## src/lvr_pkg.sv

```systemverilog
// Purpose: constants for the low-voltage detect and reset control block
// Assumes: 20 MHz system clock, byte-wide registers on a plain port
package lvr_pkg;
    // =========================================================
    // register offsets
    localparam logic [7:0] LVR_CTRL_OFS = 8'h00;
    localparam logic [7:0] LVR_STAT_OFS = 8'h01;
    localparam logic [7:0] LVR_CNT_OFS = 8'h02;
    localparam logic [7:0] LVR_CSTP_OFS = 8'h03;
    // =========================================================
    // field positions
    localparam int LVR_CTRL_DE = 7;
    localparam int LVR_CTRL_SEL = 3;
    localparam int LVR_CTRL_RE = 2;
    localparam int LVR_CTRL_UE = 0;
    localparam int LVR_STAT_REF = 3;
    localparam int LVR_CSTP_SB = 7;
    // =========================================================
    // reset values and masks
    localparam logic [7:0] LVR_CTRL_RST = 8'h00;
    localparam logic [7:0] LVR_STAT_RST = 8'h00;
    localparam logic [7:0] LVR_CSTP_RST = 8'hff;
    localparam logic [7:0] LVR_CNT_RST = 8'h00;
    localparam logic [7:0] LVR_CTRL_KEEP = 8'h8c;
    localparam logic [7:0] LVR_STAT_FLAGS = 8'h83;
    localparam logic [7:0] LVR_STAT_PLAIN = 8'h78;
    localparam logic [7:0] LVR_STAT_DROP = 8'h02;
    localparam logic [7:0] LVR_STAT_RISE = 8'h01;
    localparam logic [7:0] LVR_STAT_OVF = 8'h80;
    localparam logic [7:0] LVR_CSTP_RW = 8'h9f;
    localparam logic [7:0] LVR_CSTP_FIXED = 8'h60;
    // =========================================================
    // timing
    localparam int LVR_CLK_MHZ = 20;
    localparam int LVR_PRESCALE_CYCLES = 131072;
    localparam logic [1:0] LVR_DIV_LAST = 2'h3;
    localparam logic [7:0] LVR_CNT_LAST = 8'hff;
    localparam int LVR_FILTER_NS = 100;
    localparam int LVR_FILTER_CYC = (LVR_FILTER_NS * LVR_CLK_MHZ + 999) / 1000;
endpackage

```

## src/lvr_sync2.sv

```systemverilog
// Purpose: two-stage synchroniser for asynchronous comparator levels
// Assumes: inputs are slow levels, no pulse capture needed
// Notes: the first stage feeds only the second stage
`timescale 1ns/10ps
`default_nettype none
module lvr_sync2 #(
    parameter int WIDTH = 3
) (
    input wire logic clk,
    input wire logic rst,
    input wire logic [WIDTH-1:0] din,
    output logic [WIDTH-1:0] dout
);
    typedef struct packed {
        logic [WIDTH-1:0] s1;
        logic [WIDTH-1:0] s2;
    } lvr_sync_s;
    lvr_sync_s st_reg;
    lvr_sync_s st_next;

    initial
    begin
        if (WIDTH < 1) $error("lvr_sync2: WIDTH must be at least 1");
    end

    // =========================================================
    // two flip-flop stages
    always_comb
    begin
        st_next.s1 = din;
        st_next.s2 = st_reg.s1;
    end

    always_ff @(posedge clk or posedge rst)
    begin
        if (rst)
            st_reg <= '0;
        else
            st_reg <= st_next;
    end

    assign dout = st_reg.s2;
endmodule // lvr_sync2
`default_nettype wire

```

## src/lvr_pin_filter.sv

```systemverilog
// Purpose: glitch filter for the active-low reset pin
// Assumes: pin sampled as synchronous to the clock
// Notes: a new level must hold CYCLES clocks before it passes
`timescale 1ns/10ps
`default_nettype none
module lvr_pin_filter #(
    parameter int CYCLES = 2
) (
    input wire logic clk,
    input wire logic rst,
    input wire logic pin_n,
    output logic level_n
);
    localparam int CW = $clog2(CYCLES + 1);
    localparam logic [CW-1:0] LAST = CW'(CYCLES - 1);
    typedef struct packed {
        logic level;
        logic [CW-1:0] cnt;
    } lvr_filt_s;
    lvr_filt_s st_reg;
    lvr_filt_s st_next;

    initial
    begin
        if (CYCLES < 1) $error("lvr_pin_filter: CYCLES must be at least 1");
    end

    // =========================================================
    // a short excursion restarts the count, so glitches die out
    always_comb
    begin
        st_next = st_reg;
        if (pin_n == st_reg.level)
            st_next.cnt = '0;
        else if (st_reg.cnt == LAST)
        begin
            st_next.level = pin_n;
            st_next.cnt = '0;
        end
        else
            st_next.cnt = st_reg.cnt + CW'(1);
    end

    // level starts low so the chip stays held until the pin is seen high
    always_ff @(posedge clk or posedge rst)
    begin
        if (rst)
            st_reg <= '0;
        else
            st_reg <= st_next;
    end

    assign level_n = st_reg.level;
endmodule // lvr_pin_filter
`default_nettype wire

```

## src/lvr_ctrl.sv

```systemverilog
// Purpose: reset sequencing, detection flags and registers
// Assumes: comparator inputs are asynchronous levels, active high
// Notes: SYS_RST is the power-on reset; WDT_RST is a watchdog pulse
`timescale 1ns/10ps
`default_nettype none
module lvr_ctrl #(
    parameter int PRESCALE_CYCLES = lvr_pkg::LVR_PRESCALE_CYCLES
) (
    input wire logic CLK,
    input wire logic SYS_RST,
    input wire logic WDT_RST,
    input wire logic RESET_PIN_N,
    input wire logic CMP_DROP,
    input wire logic CMP_RISE,
    input wire logic CMP_RESET,
    input wire logic [7:0] ADDR,
    input wire logic [7:0] WDATA,
    input wire logic WR,
    input wire logic RD,
    output logic [7:0] RDATA,
    output logic CHIP_RESET_N,
    output logic DETECT_RESET_N,
    output logic DETECT_ON,
    output logic REF_EXT_SELECT,
    output logic LEVEL_HIGH_SELECT
);
    import lvr_pkg::*;

    localparam int PW = $clog2(PRESCALE_CYCLES + 1);
    localparam logic [PW-1:0] PRE_LAST = PW'(PRESCALE_CYCLES - 1);

    typedef struct packed {
        logic [7:0] ctrl;
        logic [7:0] stat;
        logic [7:0] cstp;
        logic [7:0] cnt;
        logic cnt_done;
        logic [1:0] div;
        logic [7:0] arm;
        logic rise_armed;
        logic drop_prev;
        logic [PW-1:0] pre;
        logic in_reset;
        logic full_cause;
        logic det_rst_n;
        logic [7:0] rdata;
    } lvr_state_s;

    lvr_state_s st_reg;
    lvr_state_s st_next;
    logic [2:0] cmp_sync;
    logic pin_level_n;
    logic drop_s;
    logic rise_s;
    logic rst_s;
    logic det_on;
    logic lvd_trip;
    logic full_hold;
    logic drop_set;
    logic rise_set;
    logic ovf_set;

    initial
    begin
        if (PRESCALE_CYCLES < 2)
            $error("lvr_ctrl: PRESCALE_CYCLES must be at least 2");
    end

    // =========================================================
    // read multiplexer, unmapped offsets read zero
    function automatic logic [7:0] rd_mux(
        input logic [7:0] addr,
        input lvr_state_s s
    );
        logic [7:0] r;
        r = 8'h00;
        unique case (addr)
            LVR_CTRL_OFS: r = s.ctrl;
            LVR_STAT_OFS: r = s.stat;
            LVR_CNT_OFS: r = s.cnt;
            LVR_CSTP_OFS: r = s.cstp;
            default: r = 8'h00;
        endcase
        return r;
    endfunction

    // =========================================================
    // comparator synchronisers and pin filter
    lvr_sync2 #(
        .WIDTH(3)
    ) u_sync (
        .clk(CLK),
        .rst(SYS_RST),
        .din({CMP_RESET, CMP_RISE, CMP_DROP}),
        .dout(cmp_sync)
    );

    lvr_pin_filter #(
        .CYCLES(LVR_FILTER_CYC)
    ) u_filt (
        .clk(CLK),
        .rst(SYS_RST),
        .pin_n(RESET_PIN_N),
        .level_n(pin_level_n)
    );

    assign drop_s = cmp_sync[0];
    assign rise_s = cmp_sync[1];
    assign rst_s = cmp_sync[2];

    // =========================================================
    // detection gating and event decode
    // standby from the clock-stop bit freezes the counter, the flags and the detector reset
    assign det_on = st_reg.ctrl[LVR_CTRL_DE] & st_reg.cstp[LVR_CSTP_SB];
    assign lvd_trip = det_on & st_reg.ctrl[LVR_CTRL_RE] & rst_s;
    assign full_hold = ~pin_level_n | WDT_RST;
    assign drop_set = det_on & drop_s & ~st_reg.drop_prev;
    // rise only counts when not still under the drop level
    assign rise_set = st_reg.rise_armed & det_on & rise_s & ~drop_s
        & st_reg.ctrl[LVR_CTRL_UE];
    assign ovf_set = det_on & ~st_reg.cnt_done & (st_reg.div == LVR_DIV_LAST)
        & (st_reg.cnt == LVR_CNT_LAST);

    // =========================================================
    // next-state logic
    always_comb
    begin
        st_next = st_reg;
        st_next.rdata = 8'h00;
        st_next.det_rst_n = ~lvd_trip;

        // reset prescaler: held while any source is active, then counts
        if (full_hold | lvd_trip)
        begin
            st_next.pre = '0;
            st_next.in_reset = 1'b1;
            // a pin or watchdog reset upgrades a detector reset to full
            if (full_hold)
                st_next.full_cause = 1'b1;
            else if (!st_reg.in_reset)
                st_next.full_cause = 1'b0;
        end
        else if (st_reg.in_reset)
        begin
            if (st_reg.pre == PRE_LAST)
                st_next.in_reset = 1'b0;
            else
                st_next.pre = st_reg.pre + PW'(1);
        end

        if (st_reg.in_reset)
        begin
            // internal reset: detector cause keeps its own control bits
            if (st_reg.full_cause)
            begin
                st_next.ctrl = LVR_CTRL_RST;
                st_next.stat = LVR_STAT_RST;
                st_next.cstp = LVR_CSTP_RST;
            end
            else
            begin
                st_next.ctrl = st_reg.ctrl & LVR_CTRL_KEEP;
                st_next.stat = st_reg.stat & ~LVR_STAT_FLAGS;
            end
            st_next.cnt = LVR_CNT_RST;
            st_next.cnt_done = 1'b0;
            st_next.div = '0;
            st_next.arm = 8'h00;
            st_next.rise_armed = 1'b0;
            st_next.drop_prev = drop_s;
        end
        else
        begin
            // stabilisation counter on the divide-by-four tick
            if (!st_reg.ctrl[LVR_CTRL_DE])
            begin
                st_next.cnt = LVR_CNT_RST;
                st_next.cnt_done = 1'b0;
                st_next.div = '0;
            end
            else if (det_on && !st_reg.cnt_done)
            begin
                st_next.div = st_reg.div + 2'h1;
                if (st_reg.div == LVR_DIV_LAST)
                    st_next.cnt = st_reg.cnt + 8'h01;
                if (ovf_set)
                    st_next.cnt_done = 1'b1;
            end

            // rise is armed by a drop and disarmed by recovery or reset level
            st_next.drop_prev = drop_s;
            if (drop_set)
                st_next.rise_armed = 1'b1;
            else if ((rise_s && !drop_s) || rst_s)
                st_next.rise_armed = 1'b0;

            // register writes
            if (WR)
            begin
                unique case (ADDR)
                    LVR_CTRL_OFS: st_next.ctrl = WDATA;
                    LVR_STAT_OFS:
                    begin
                        // bit 2 is outside both masks, so it stays zero
                        st_next.stat = (st_reg.stat & ~LVR_STAT_PLAIN)
                            | (WDATA & LVR_STAT_PLAIN);
                        // a zero clears only a flag that was read as one
                        st_next.stat = st_next.stat
                            & ~(st_reg.arm & ~WDATA & LVR_STAT_FLAGS);
                        st_next.arm = 8'h00;
                    end
                    LVR_CSTP_OFS:
                        st_next.cstp = (WDATA & LVR_CSTP_RW) | LVR_CSTP_FIXED;
                    default:
                    begin
                        st_next.ctrl = st_reg.ctrl;
                    end
                endcase
            end

            // register reads, data stand in the following cycle
            if (RD)
            begin
                st_next.rdata = rd_mux(ADDR, st_reg);
                if (ADDR == LVR_STAT_OFS)
                    st_next.arm = st_reg.arm
                        | (st_reg.stat & LVR_STAT_FLAGS);
            end

            // hardware sets win over a same-cycle software clear
            if (drop_set)
                st_next.stat = st_next.stat | LVR_STAT_DROP;
            if (rise_set)
                st_next.stat = st_next.stat | LVR_STAT_RISE;
            if (ovf_set)
                st_next.stat = st_next.stat | LVR_STAT_OVF;
        end
    end

    // =========================================================
    // state register, power-on starts a full reset count
    always_ff @(posedge CLK or posedge SYS_RST)
    begin
        if (SYS_RST)
        begin
            st_reg <= '0;
            st_reg.ctrl <= LVR_CTRL_RST;
            st_reg.stat <= LVR_STAT_RST;
            st_reg.cstp <= LVR_CSTP_RST;
            st_reg.cnt <= LVR_CNT_RST;
            st_reg.in_reset <= 1'b1;
            st_reg.full_cause <= 1'b1;
            st_reg.det_rst_n <= 1'b1;
        end
        else
            st_reg <= st_next;
    end

    // =========================================================
    // outputs
    assign RDATA = st_reg.rdata;
    assign CHIP_RESET_N = ~st_reg.in_reset;
    assign DETECT_RESET_N = st_reg.det_rst_n;
    assign DETECT_ON = det_on;
    assign REF_EXT_SELECT = st_reg.stat[LVR_STAT_REF];
    assign LEVEL_HIGH_SELECT = st_reg.ctrl[LVR_CTRL_SEL];
endmodule // lvr_ctrl
`default_nettype wire

```

## config.mk

```make
export PLATFORM = sky130hd
export DESIGN_NAME = lvr_ctrl
export DESIGN_NICKNAME = d
export VERILOG_FILES = /design/src/lvr_pkg.sv /design/src/lvr_sync2.sv /design/src/lvr_pin_filter.sv /design/src/lvr_ctrl.sv
export SDC_FILE = /design/constraint.sdc
export NUM_CORES = 1
export LEC_CHECK = 0
export BUFFER_PORTS_ARGS = -buffer_cell sky130_fd_sc_hd__buf_2
export CAP_MARGIN = 25
export CORE_ASPECT_RATIO = 0.75
export CORE_UTILIZATION = 35
export CTS_CLUSTER_DIAMETER = 200
export CTS_CLUSTER_SIZE = 30
export DETAILED_ROUTE_END_ITERATION = 8
export HOLD_SLACK_MARGIN = 0.1
export PLACE_DENSITY = 0.63
export SKIP_LAST_GASP = 1
export SLEW_MARGIN = 15
export SYNTH_ARGS = -nofsm -noshare
export SYNTH_HDL_FRONTEND = slang
export SYNTH_HIERARCHICAL = 1
export SYNTH_SLANG_ARGS = --single-unit
export TNS_END_PERCENT = 50
```

## constraint.sdc

```tcl
create_clock -name CLK -period 2.9 [get_ports CLK]
set_input_delay 0.435 -clock CLK [delete_from_list [all_inputs] [get_ports CLK]]
set_output_delay 0.435 -clock CLK [all_outputs]
set_load 0.005 [all_outputs]
```

==> impl_metrics.py, run 1 <==
metrics = {
    "run_status": {
        "status": "finished clean",
    },
    "layout": {
        "drive_gt1_frac": 0.227,
        "fin_area_mm2": 0.00419,
        "area_growth_pct": 17.3,
        "fin_util": 0.429,
        "largest_register_ffs": 56,
        "antennaDiodeCount": 0,
        "final_nets": 388,
    },
    "place": {
        "portBuffers": 37,
        "place_area_mm2": 0.00382,
        "dp_hpwl_um": 5250,
        "gp_congestion": 0.820,
    },
    "worst_setup_path": {
        "r2r-start": "st_reg[10]",
        "crit_type": "flip-flop to flip-flop",
        "r2r_cells": 6,
        "startpoint_type": "flip-flop",
        "crit_required_ns": 3.10,
        "crit_path_end_kind": "flip-flop",
        "arrival_ns": 2.16,
        "crit_fanout": 24,
        "r2r_slack_ns": 0.95,
        "worst_r2r_endpoint": "st_reg[21]",
    },
    "logic_synthesis": {
        "synthTopCellsByArea": "dfrtp_1 46%, dfstp_2 7.4%, mux4_2 4.4%",
        "async_reset_ff_frac": 1.00,
        "yosys-top-cells-count": "66 x dfrtp_1, 39 x nor2_1, 31 x nand2_1, 18 x a21oi_1, 11 x xor2_1",
        "ys.flop_type": "dfrtp_1",
        "ys_types": 50,
        "synth_nets": 358,
        "synth_edf_count": 0,
        "ys_ff_latch": 76,
        "netlist.top_cell.by_area": "dfrtp_1",
        "yosys.area.top_type_share": 0.462,
        "synth_area_mm2": 0.00357,
        "ys_seq_area_frac": 0.536,
        "avgSynthCellArea_um2": 10.8,
        "yosysMostFrequentCell": "dfrtp_1",
        "yosys_warnings": 6,
        "syn_inst": 330,
    },
    "detailed_routing": {
        "drtIter0Drc": 146,
        "drt_wl_total_um": 7480,
        "vias_per_cell": 5.07,
        "wl_per_cell_um": 15.1,
        "drc": 0,
        "ant_nets": 0,
        "dr.pass1.iters": 4,
        "vias": 2522,
    },
    "timing": {
        "min_period_over_period": 0.673,
        "whs_ns": 0.205,
        "final.setup.tns_ns": 0,
        "fmax_mhz": 512,
        "max_slew.worst_pin.slew_ns": 0.821,
        "fin_skew_ns": 0.00855,
        "slew_viol_final": 0,
        "finalSetupViolCount": 0,
        "min_period_ns": 1.95,
        "hold_viol_final": 0,
        "rsz0062_at_grt": "no",
        "max-slew-margin-rel": 0.453,
    },
    "power": {
        "p_leak_nw": 1.81,
        "ir_drop_uv": 332,
        "power_mw": 2.59,
        "power_density_mw_per_mm2": 619,
    },
    "clock_network": {
        "root_buffer": "clkbuf_16",
        "postCtsSetupBuffers": 0,
        "htreeDepth": 3,
        "cts_buffers": 9,
        "clk_transition_reported_paths_ns": 0.06,
        "max-clock-path-buffers": 2,
        "clock_latency_ns": 0.34,
        "cts_tree": "yes",
        "cts.sinks": 76,
    },
    "global_route": {
        "grt_overflow": 0,
        "first_global_vias": 2419,
        "antenna_found_initial": 0,
        "grt.total_usage": 0.154,
        "grt_pass1_wl_um": 12400,
        "grt_max_degree": 68,
    },
    "floorplanning": {
        "core_mm2": 0.00977,
        "dieHeight_um": 89.5,
        "placementRows": 31,
        "initial_core_util": 0.366,
        "dieArea_mm2": 0.0106,
        "ios": 38,
        "die_w_um": 119,
    },
    "min_path": {
        "min_from": "CMP_RESET",
        "worst_hold_path.endpoint": "u_sync/st_next[2]",
        "whs_path_depth": 1,
        "hold_class": "input pin to flip-flop",
    },
    "flow_run": {
        "drv_cap": 0,
    },
}
[cell usage in the layout, fill, tap and decap left out, drive strengths merged, types with 3 or more instances in the layout]
master | synthesis | layout
xnor2 | 9 | 9
a32o | 4 | 4
buf | 15 | 39
and4 | 6 | 6
a22o | 3 | 3
o21ai | 12 | 12
nor2b | 11 | 11
and3 | 6 | 6
clkbuf | 6 | 11
mux2i | 3 | 3
nand2 | 31 | 31
nor2 | 39 | 39
mux4 | 7 | 7
ha | 3 | 3
dfrtp | 66 | 66
nand3 | 7 | 7
nand2b | 5 | 5
a21oi | 18 | 18
and2 | 4 | 4
nand4 | 11 | 11
nor3 | 5 | 5
a31oi | 4 | 4
inv | 8 | 9
dfstp | 10 | 10
xor2 | 11 | 11
bufinv | 0 | 3
or3 | 3 | 3
[power by group]
part	internal (mW)	switching, mW
Combinational	0.0709	0.0909
Sequential	1.09	0.0202
Clock	0.890	0.435
Total	2.05	0.546
[cells by family after synthesis]
kind of cell,share of synthesized area
adder cells (fa/ha/maj),0.0105
flip-flops,0.536
AND/OR/NAND/NOR,0.204
AO/OA/AOI/OAI,0.103
XOR/XNOR,0.0490
buffers and inverters,0.0406
multiplexers,0.0567
[area by class of cell]
class                   instances  area (um^2)
clock inverters                 5          106
inverters                       8         30.0
multi-input cells             225         1510
fillers                       923         5580
well taps                     132          165
repair buffers                 40          210
clock buffers                  11          253
flip-flops and latches         76         1910
[worst max-delay path, stage by stage, from the launching register on]
cell and delay (ns):
dfstp_2 0.52, buf_4 0.26, and4_1 0.35, nand3_1 0.18, a211oi_1 0.31, xnor2_1 0.15
nor2_1 0.05
[how the worst max path moves through the flow]
stage | startpoint | endpoint | cells past startpoint
2_1_floorplan | SYS_RST | LEVEL_HIGH_SELECT | 1
3_3_place_gp | ADDR[3] | st_reg[68] | 6
3_5_place_dp | ADDR[3] | st_reg[68] | 6
4_1_cts | st_reg[10] | st_reg[21] | 6
5_1_grt | st_reg[11] | st_reg[21] | 6
6_report | st_reg[10] | st_reg[21] | 6
[repair_timing]
| action | CTS | global route |
|---|---|---|
| gates resized for setup | 0 | 0 |
| hold buffers | 1 | 0 |
| hold endpoints to repair | 9 | 0 |
[metrics by stage]
step | std cells | setup WS (ns)
floorplan | 330 | 0.798
CTS | 497 | 0.938
detailed placement | 480 | 0.833
finish | 497 | 0.947
global placement | 480 | 0.859
global route | 497 | 0.777
[per-layer routing]
| metal | vias up | wire length (um) | GRT usage |
|---|---|---|---|
| met5 | - | 0 | 0 |
| met4 | 0 | 84 | 0.0437 |
| met3 | 8 | 569 | 0.0568 |
| met2 | 73 | 3330 | 0.233 |
| met1 | 1215 | 3510 | 0.207 |
| li1 | 1226 | - | - |
No activity file was read; power rests on OpenSTA's default activity.
==> inputs of run 2 (changes only) <==
Settings changed: ABC_AREA set to 1.
Clock period 2.9 ns to 1.8 ns, I/O delays scaled along.
==> impl_metrics.py, run 2 <==
metrics = {
    "power": {
        "power_mw": 3.87,
        "ir_drop_uv": 563,
        "power_density_mw_per_mm2": 849,
        "seq_power_share": 0.462,
        "p_sw_frac": 0.242,
        "pwr-share-clk": 0.466,
        "p_int_mw": 2.93,
        "combPwrFrac": 0.072,
        "p_leak_nw": 2.24,
        "p_switching_uw": 937,
    },
    "floorplanning": {
        "placementRows": 32,
        "initial_core_util": 0.366,
        "die_w_um": 123,
        "core_mm2": 0.0105,
        "ios": 38,
        "dieHeight_um": 92.7,
        "dieArea_mm2": 0.0114,
    },
    "detailed_routing": {
        "drt_wl_total_um": 9000,
        "vias_per_cell": 4.82,
        "ant_nets": 0,
        "dr.pass1.iters": 4,
        "drc": 0,
        "wl_per_cell_um": 13.2,
        "vias": 3296,
        "drtIter0Drc": 187,
    },
    "timing": {
        "final.setup.tns_ns": 0,
        "min_period_over_period": 0.922,
        "fin_skew_ns": 0.00495,
        "max_slew.worst_pin.slew_ns": 0.466,
        "max-slew-margin-rel": 0.688,
        "hold_viol_final": 0,
        "fmax_mhz": 603,
        "min_period_ns": 1.66,
        "finalSetupViolCount": 0,
        "slew_viol_final": 0,
        "whs_ns": 0.167,
    },
    "worst_setup_path": {
        "cp-startpoint": "st_reg[12]",
        "crit_type": "flip-flop to flip-flop",
        "crit_fanout": 9,
        "crit_required_ns": 2.07,
        "startpoint_type": "flip-flop",
        "crit_path_end_kind": "flip-flop",
        "arrival_ns": 1.93,
        "r2r-start": "st_reg[12]",
        "r2r_slack_ns": 0.14,
    },
    "min_path": {
        "min_from": "WDATA[6]",
        "hold_class": "input pin to flip-flop",
    },
    "global_route": {
        "grt_max_degree": 68,
        "grt.total_usage": 0.172,
        "grt_pass1_wl_um": 15100,
        "first_global_vias": 3135,
        "grt_overflow": 0,
        "antenna_found_initial": 0,
    },
    "place": {
        "dp_hpwl_um": 6550,
        "portBuffers": 37,
        "gp_congestion": 0.879,
    },
    "logic_synthesis": {
        "syn_inst": 494,
        "ys.flop_type": "dfrtp_1",
        "ys_ff_latch": 76,
        "synthXorXnorAreaFrac": 0.0114,
        "async_reset_ff_frac": 1.00,
        "synthMuxAreaShare": 0,
        "yosysMostFrequentCell": "nand2_1",
        "netlist.top_cell.by_area": "dfrtp_1",
        "synth_area_mm2": 0.00384,
        "yosys_warnings": 6,
        "synth-compound-area-share": 0.0785,
        "synthTopCellsByArea": "dfrtp_1 43%, nand2_1 14%, dfstp_2 6.8%",
        "synth_edf_count": 0,
        "avgSynthCellArea_um2": 7.78,
        "synth_top_family_by_area": "simple AND/OR/NAND/NOR gates",
        "synth_nets": 522,
        "yosys-top-cells-count": "145 x nand2_1, 66 x dfrtp_1, 57 x inv_1, 56 x nor2_1, 39 x nand3_1",
        "synth_adder_area_share": 0.00977,
        "yosys.area.top_type_share": 0.430,
        "synth-simple-area-share": 0.318,
        "ys_types": 32,
        "ys_seq_area_frac": 0.498,
    },
    "clock_network": {
        "cts_buffers": 9,
        "max-clock-path-buffers": 2,
        "clk_transition_reported_paths_ns": 0.06,
        "root_buffer": "clkbuf_16",
        "htreeDepth": 3,
        "clock_latency_ns": 0.33,
        "cts_tree": "yes",
        "cts.sinks": 76,
    },
    "layout": {
        "mostFrequentLayoutCell": "nand2_1",
        "nFillCells": 1058,
        "mostFrequentLayoutCells": "144 x nand2_1, 66 x dfrtp_1, 56 x inv_1",
        "drive_gt1_frac": 0.175,
        "antennaDiodeCount": 0,
        "area_growth_pct": 18.6,
        "largest_register_ffs": 56,
        "final_nets": 571,
    },
    "flow_run": {
        "drv_cap": 0,
    },
    "run_status": {
        "status": "finished clean",
    },
}
[run 2: per-layer routing]
| metal | wire length, um | vias to the layer above | part of all wire | track usage |
|---|---|---|---|---|
| met3 | 427 | 7 | 0.047 | 0.0357 |
| li1 | - | 1679 | - | - |
| met5 | 0 | - | 0 | 0 |
| met1 | 4460 | 1542 | 0.50 | 0.243 |
| met4 | 109 | 0 | 0.012 | 0.0542 |
| met2 | 4000 | 68 | 0.44 | 0.263 |
[run 2: worst paths after layout]
path	end	cells past startpoint
min	st_reg[64]	3
min reg2reg	u_sync/dout[0]	0
min in group asynchronous	u_filt/st_reg[0]	3
max reg2reg	st_reg[20]	11
max	st_reg[20]	11
max in group asynchronous	st_reg[57]	4
[run 2: cell type report]
class / count / area (um^2) / area share
well taps: 136 / 170 / 0.0373
clock inverters: 7 / 76.3 / 0.0167
clock buffers: 9 / 225 / 0.0494
flip-flops and latches: 76 / 1910 / 0.420
repair buffers: 52 / 320 / 0.0703
inverters: 60 / 234 / 0.0513
multi-input cells: 344 / 1620 / 0.355
[run 2: stage by stage]
stage | setup slack [ns] | cell area (um^2) | cells | utilization
after floorplan | 0.244 | 3850 | 494 | -
after global placement | 0.173 | 4180 | 661 | 0.399
after detailed placement | 0.121 | 4180 | 661 | 0.399
after CTS | 0.0904 | 4520 | 681 | 0.431
after global routing | -0.00311 | 4560 | 684 | 0.435
final | 0.141 | 4560 | 684 | 0.435
[run 2: logic make-up after synthesis]
kind of cell               Yosys count
xor gates and xnor gates             5
and+or+nand+nor                    279
buffers and inverters               74
AOI/OAI and AO/OA                   57
adders and majority gates            3
DFF                                 76
[run 2: critical path, cell delays in order (launching register included)]
cell      delay, ns
dfrtp_1        0.38
ha_2           0.21
nand2_2        0.08
nor2_4         0.18
nand2_4        0.09
nor2_4         0.15
nand2_2        0.08
nand2_4        0.10
nand2_4        0.11
clkinv_4       0.11
nand2_1        0.05
nand2_1        0.06
[run 2: power groups by stage]
| stage | clock network, mW | logic (mW) | registers (mW) |
|---|---|---|---|
| 5_1_grt | 1.91 | 0.317 | 1.79 |
| 2_1_floorplan | 0 | 0.159 | 1.81 |
| 4_1_cts | 1.85 | 0.258 | 1.79 |
| 3_3_place_gp | 0 | 0.244 | 1.81 |
| 6_report | 1.80 | 0.278 | 1.79 |
| 3_5_place_dp | 0 | 0.250 | 1.82 |
[run 2: timing repair]
action,in CTS,in global routing
endpoints found under the hold margin,69,0
setup endpoints to repair,0,11
resized for setup,0,4
hold buffers,4,0
buffers inserted,0,3
==> inputs of run 3 (changes only) <==
Settings changed: CELL_PAD_IN_SITES_DETAIL_PLACEMENT set to 0, CELL_PAD_IN_SITES_GLOBAL_PLACEMENT set to 1, PLACE_DENSITY 0.63 to not set, PLACE_DENSITY_LB_ADDON set to 0.1.
==> impl_metrics.py, run 3 (synthesis results as in run 2) <==
metrics = {
    "global_route": {
        "grt_max_degree": 44,
        "grt_overflow": 0,
        "grt_pass1_wl_um": 16400,
        "antenna_found_initial": 0,
        "first_global_vias": 3218,
        "grt.total_usage": 0.195,
    },
    "worst_setup_path": {
        "crit_required_ns": 1.53,
        "crit_path_end_kind": "output pin",
        "crit_slowest_cell": "dfstp_2",
        "worst_r2r_endpoint": "st_reg[21]",
        "critical_path.cell_chain": "inv_1 -> buf_4 -> buf_2",
        "arrival_ns": 1.39,
        "crit_fanout": 8,
        "r2r-start": "st_reg[12]",
        "r2r_cells": 10,
        "startpoint_type": "flip-flop",
        "crit_type": "flip-flop to output pin",
        "r2r_slack_ns": 0.16,
        "cp_slowest_stage_delay_ns": 0.52,
    },
    "place": {
        "gp_congestion": 0.774,
        "place_inst": 672,
        "portBuffers": 37,
        "place_area_mm2": 0.00428,
        "dp_worst_setup_slack_ns": 0.0872,
        "dp_hpwl_um": 7230,
    },
    "timing": {
        "worst_slack_ns": 0.140,
        "max-slew-margin-rel": 0.694,
        "finalSetupViolCount": 0,
        "min_period_ns": 1.66,
        "hold_viol_final": 0,
        "fin_skew_ns": 0.00474,
        "min_period_over_period": 0.922,
        "rsz0062_at_grt": "yes",
        "slew_viol_final": 0,
        "max_slew.worst_pin.slew_ns": 0.457,
        "fmax_mhz": 602,
    },
    "clock_network": {
        "htreeDepth": 3,
        "cts.sinks": 76,
        "cts_tree": "yes",
        "clock_latency_ns": 0.34,
        "cts_buffers": 9,
        "max-clock-path-buffers": 2,
        "root_buffer": "clkbuf_16",
        "clk_transition_reported_paths_ns": 0.06,
    },
    "floorplanning": {
        "dieHeight_um": 92.7,
        "ios": 38,
        "die_w_um": 123,
        "dieArea_mm2": 0.0114,
        "initial_core_util": 0.366,
        "core_mm2": 0.0105,
        "placementRows": 32,
    },
    "layout": {
        "mostFrequentLayoutCells": "145 x nand2_1, 66 x dfrtp_1, 56 x inv_1, 56 x nor2_1, 39 x nand3_1",
        "area_growth_pct": 21.3,
        "drive_gt1_frac": 0.188,
        "final_nets": 583,
        "nFillCells": 1090,
        "mostFrequentLayoutCell": "nand2_1",
        "antennaDiodeCount": 0,
        "largest_register_ffs": 56,
        "fin_area_mm2": 0.00466,
        "layout.cells.non_filler": 696,
    },
    "min_path": {
        "hold_class": "input pin to flip-flop",
        "whs_path_depth": 3,
        "worst_hold_path.endpoint": "st_reg[71]",
        "min_from": "WDATA[5]",
    },
    "detailed_routing": {
        "drtIter0Drc": 230,
        "drt_wl_total_um": 9870,
        "dr.pass1.iters": 4,
        "vias_per_cell": 4.76,
        "vias": 3314,
        "ant_nets": 0,
        "drc": 0,
        "wl_per_cell_um": 14.2,
    },
    "power": {
        "power_density_mw_per_mm2": 851,
        "ir_drop_uv": 677,
        "p_sw_frac": 0.247,
        "seq_power_share": 0.449,
        "p_switching_uw": 980,
        "combPwrFrac": 0.075,
        "power_mw": 3.97,
        "pwr-share-clk": 0.476,
        "p_leak_nw": 2.30,
        "p_int_mw": 2.99,
    },
    "run_status": {
        "status": "finished clean",
    },
    "flow_run": {
        "drv_cap": 0,
    },
}
[run 3: cell types whose count changed in the layout (fill, tap and decap cells not counted), sizes merged]
cell	change
buf	+12
clkinv	-2
clkbuf	+1
inv	+1
[run 3: final cells by class]
cell class / count / area [um^2] / share of cell area
Clock buffer: 10 / 239 / 0.0513
Clock inverter: 6 / 71.3 / 0.0153
Inverter: 60 / 234 / 0.0502
Multi-Input combinational cell: 344 / 1610 / 0.345
Sequential cell: 76 / 1910 / 0.411
Tap cell: 136 / 170 / 0.0365
Timing Repair Buffer: 64 / 423 / 0.0907
[run 3: how the worst max path moves through the flow]
stage                    to       start  depth (start not counted)  slack [ns]
2_1_floorplan    st_reg[47]  st_reg[10]                          9        0.24
3_3_place_gp     st_reg[24]  st_reg[57]                          9        0.09
3_5_place_dp     st_reg[25]  st_reg[57]                          9        0.09
4_1_cts          st_reg[25]  st_reg[57]                          9        0.08
5_1_grt          st_reg[26]  st_reg[73]                          8       -0.01
6_report       CHIP_RESET_N  st_reg[10]                          3        0.14
[run 3: per-stage QoR]
step / utilization / TNS [ns] / hold slack [ns]
2_1_floorplan: - / 0 / 0.0236
3_3_place_gp: 0.408 / 0 / 0.178
3_5_place_dp: 0.408 / 0 / 0.180
4_1_cts: 0.441 / 0 / 0.137
5_1_grt: 0.444 / -0.0185 / 0.145
6_report: 0.444 / 0 / 0.149
[run 3: critical path: cells and delay by family, from the launching register on]
kind	cells	cell delay, ns
buffers and inverters	3	0.52
flip-flops	1	0.52
[run 3: per-layer routing]
metal  up-vias  part of all wire  track usage
li1       1695                 -            -
met5         -                 0            0
met3         6             0.048       0.0462
met4         0            0.0088       0.0612
met1      1569              0.54        0.292
met2        44              0.40        0.272
[run 3: power by group through the flow]
stage | Combinational, mW | Sequential [mW] | Clock (mW)
after detailed placement | 0.296 | 1.81 | 0
after global routing | 0.340 | 1.79 | 2.02
after CTS | 0.304 | 1.78 | 1.94
after floorplan | 0.159 | 1.81 | 0
final | 0.298 | 1.78 | 1.89
after global placement | 0.296 | 1.81 | 0
[run 3: what timing repair did]
item | 4_1_cts | 5_1_grt
hold endpoints to repair | 69 | 0
buffers inserted | 0 | 4
hold buffers | 4 | 0
resized for setup | 0 | 1
setup endpoints to repair | 0 | 12
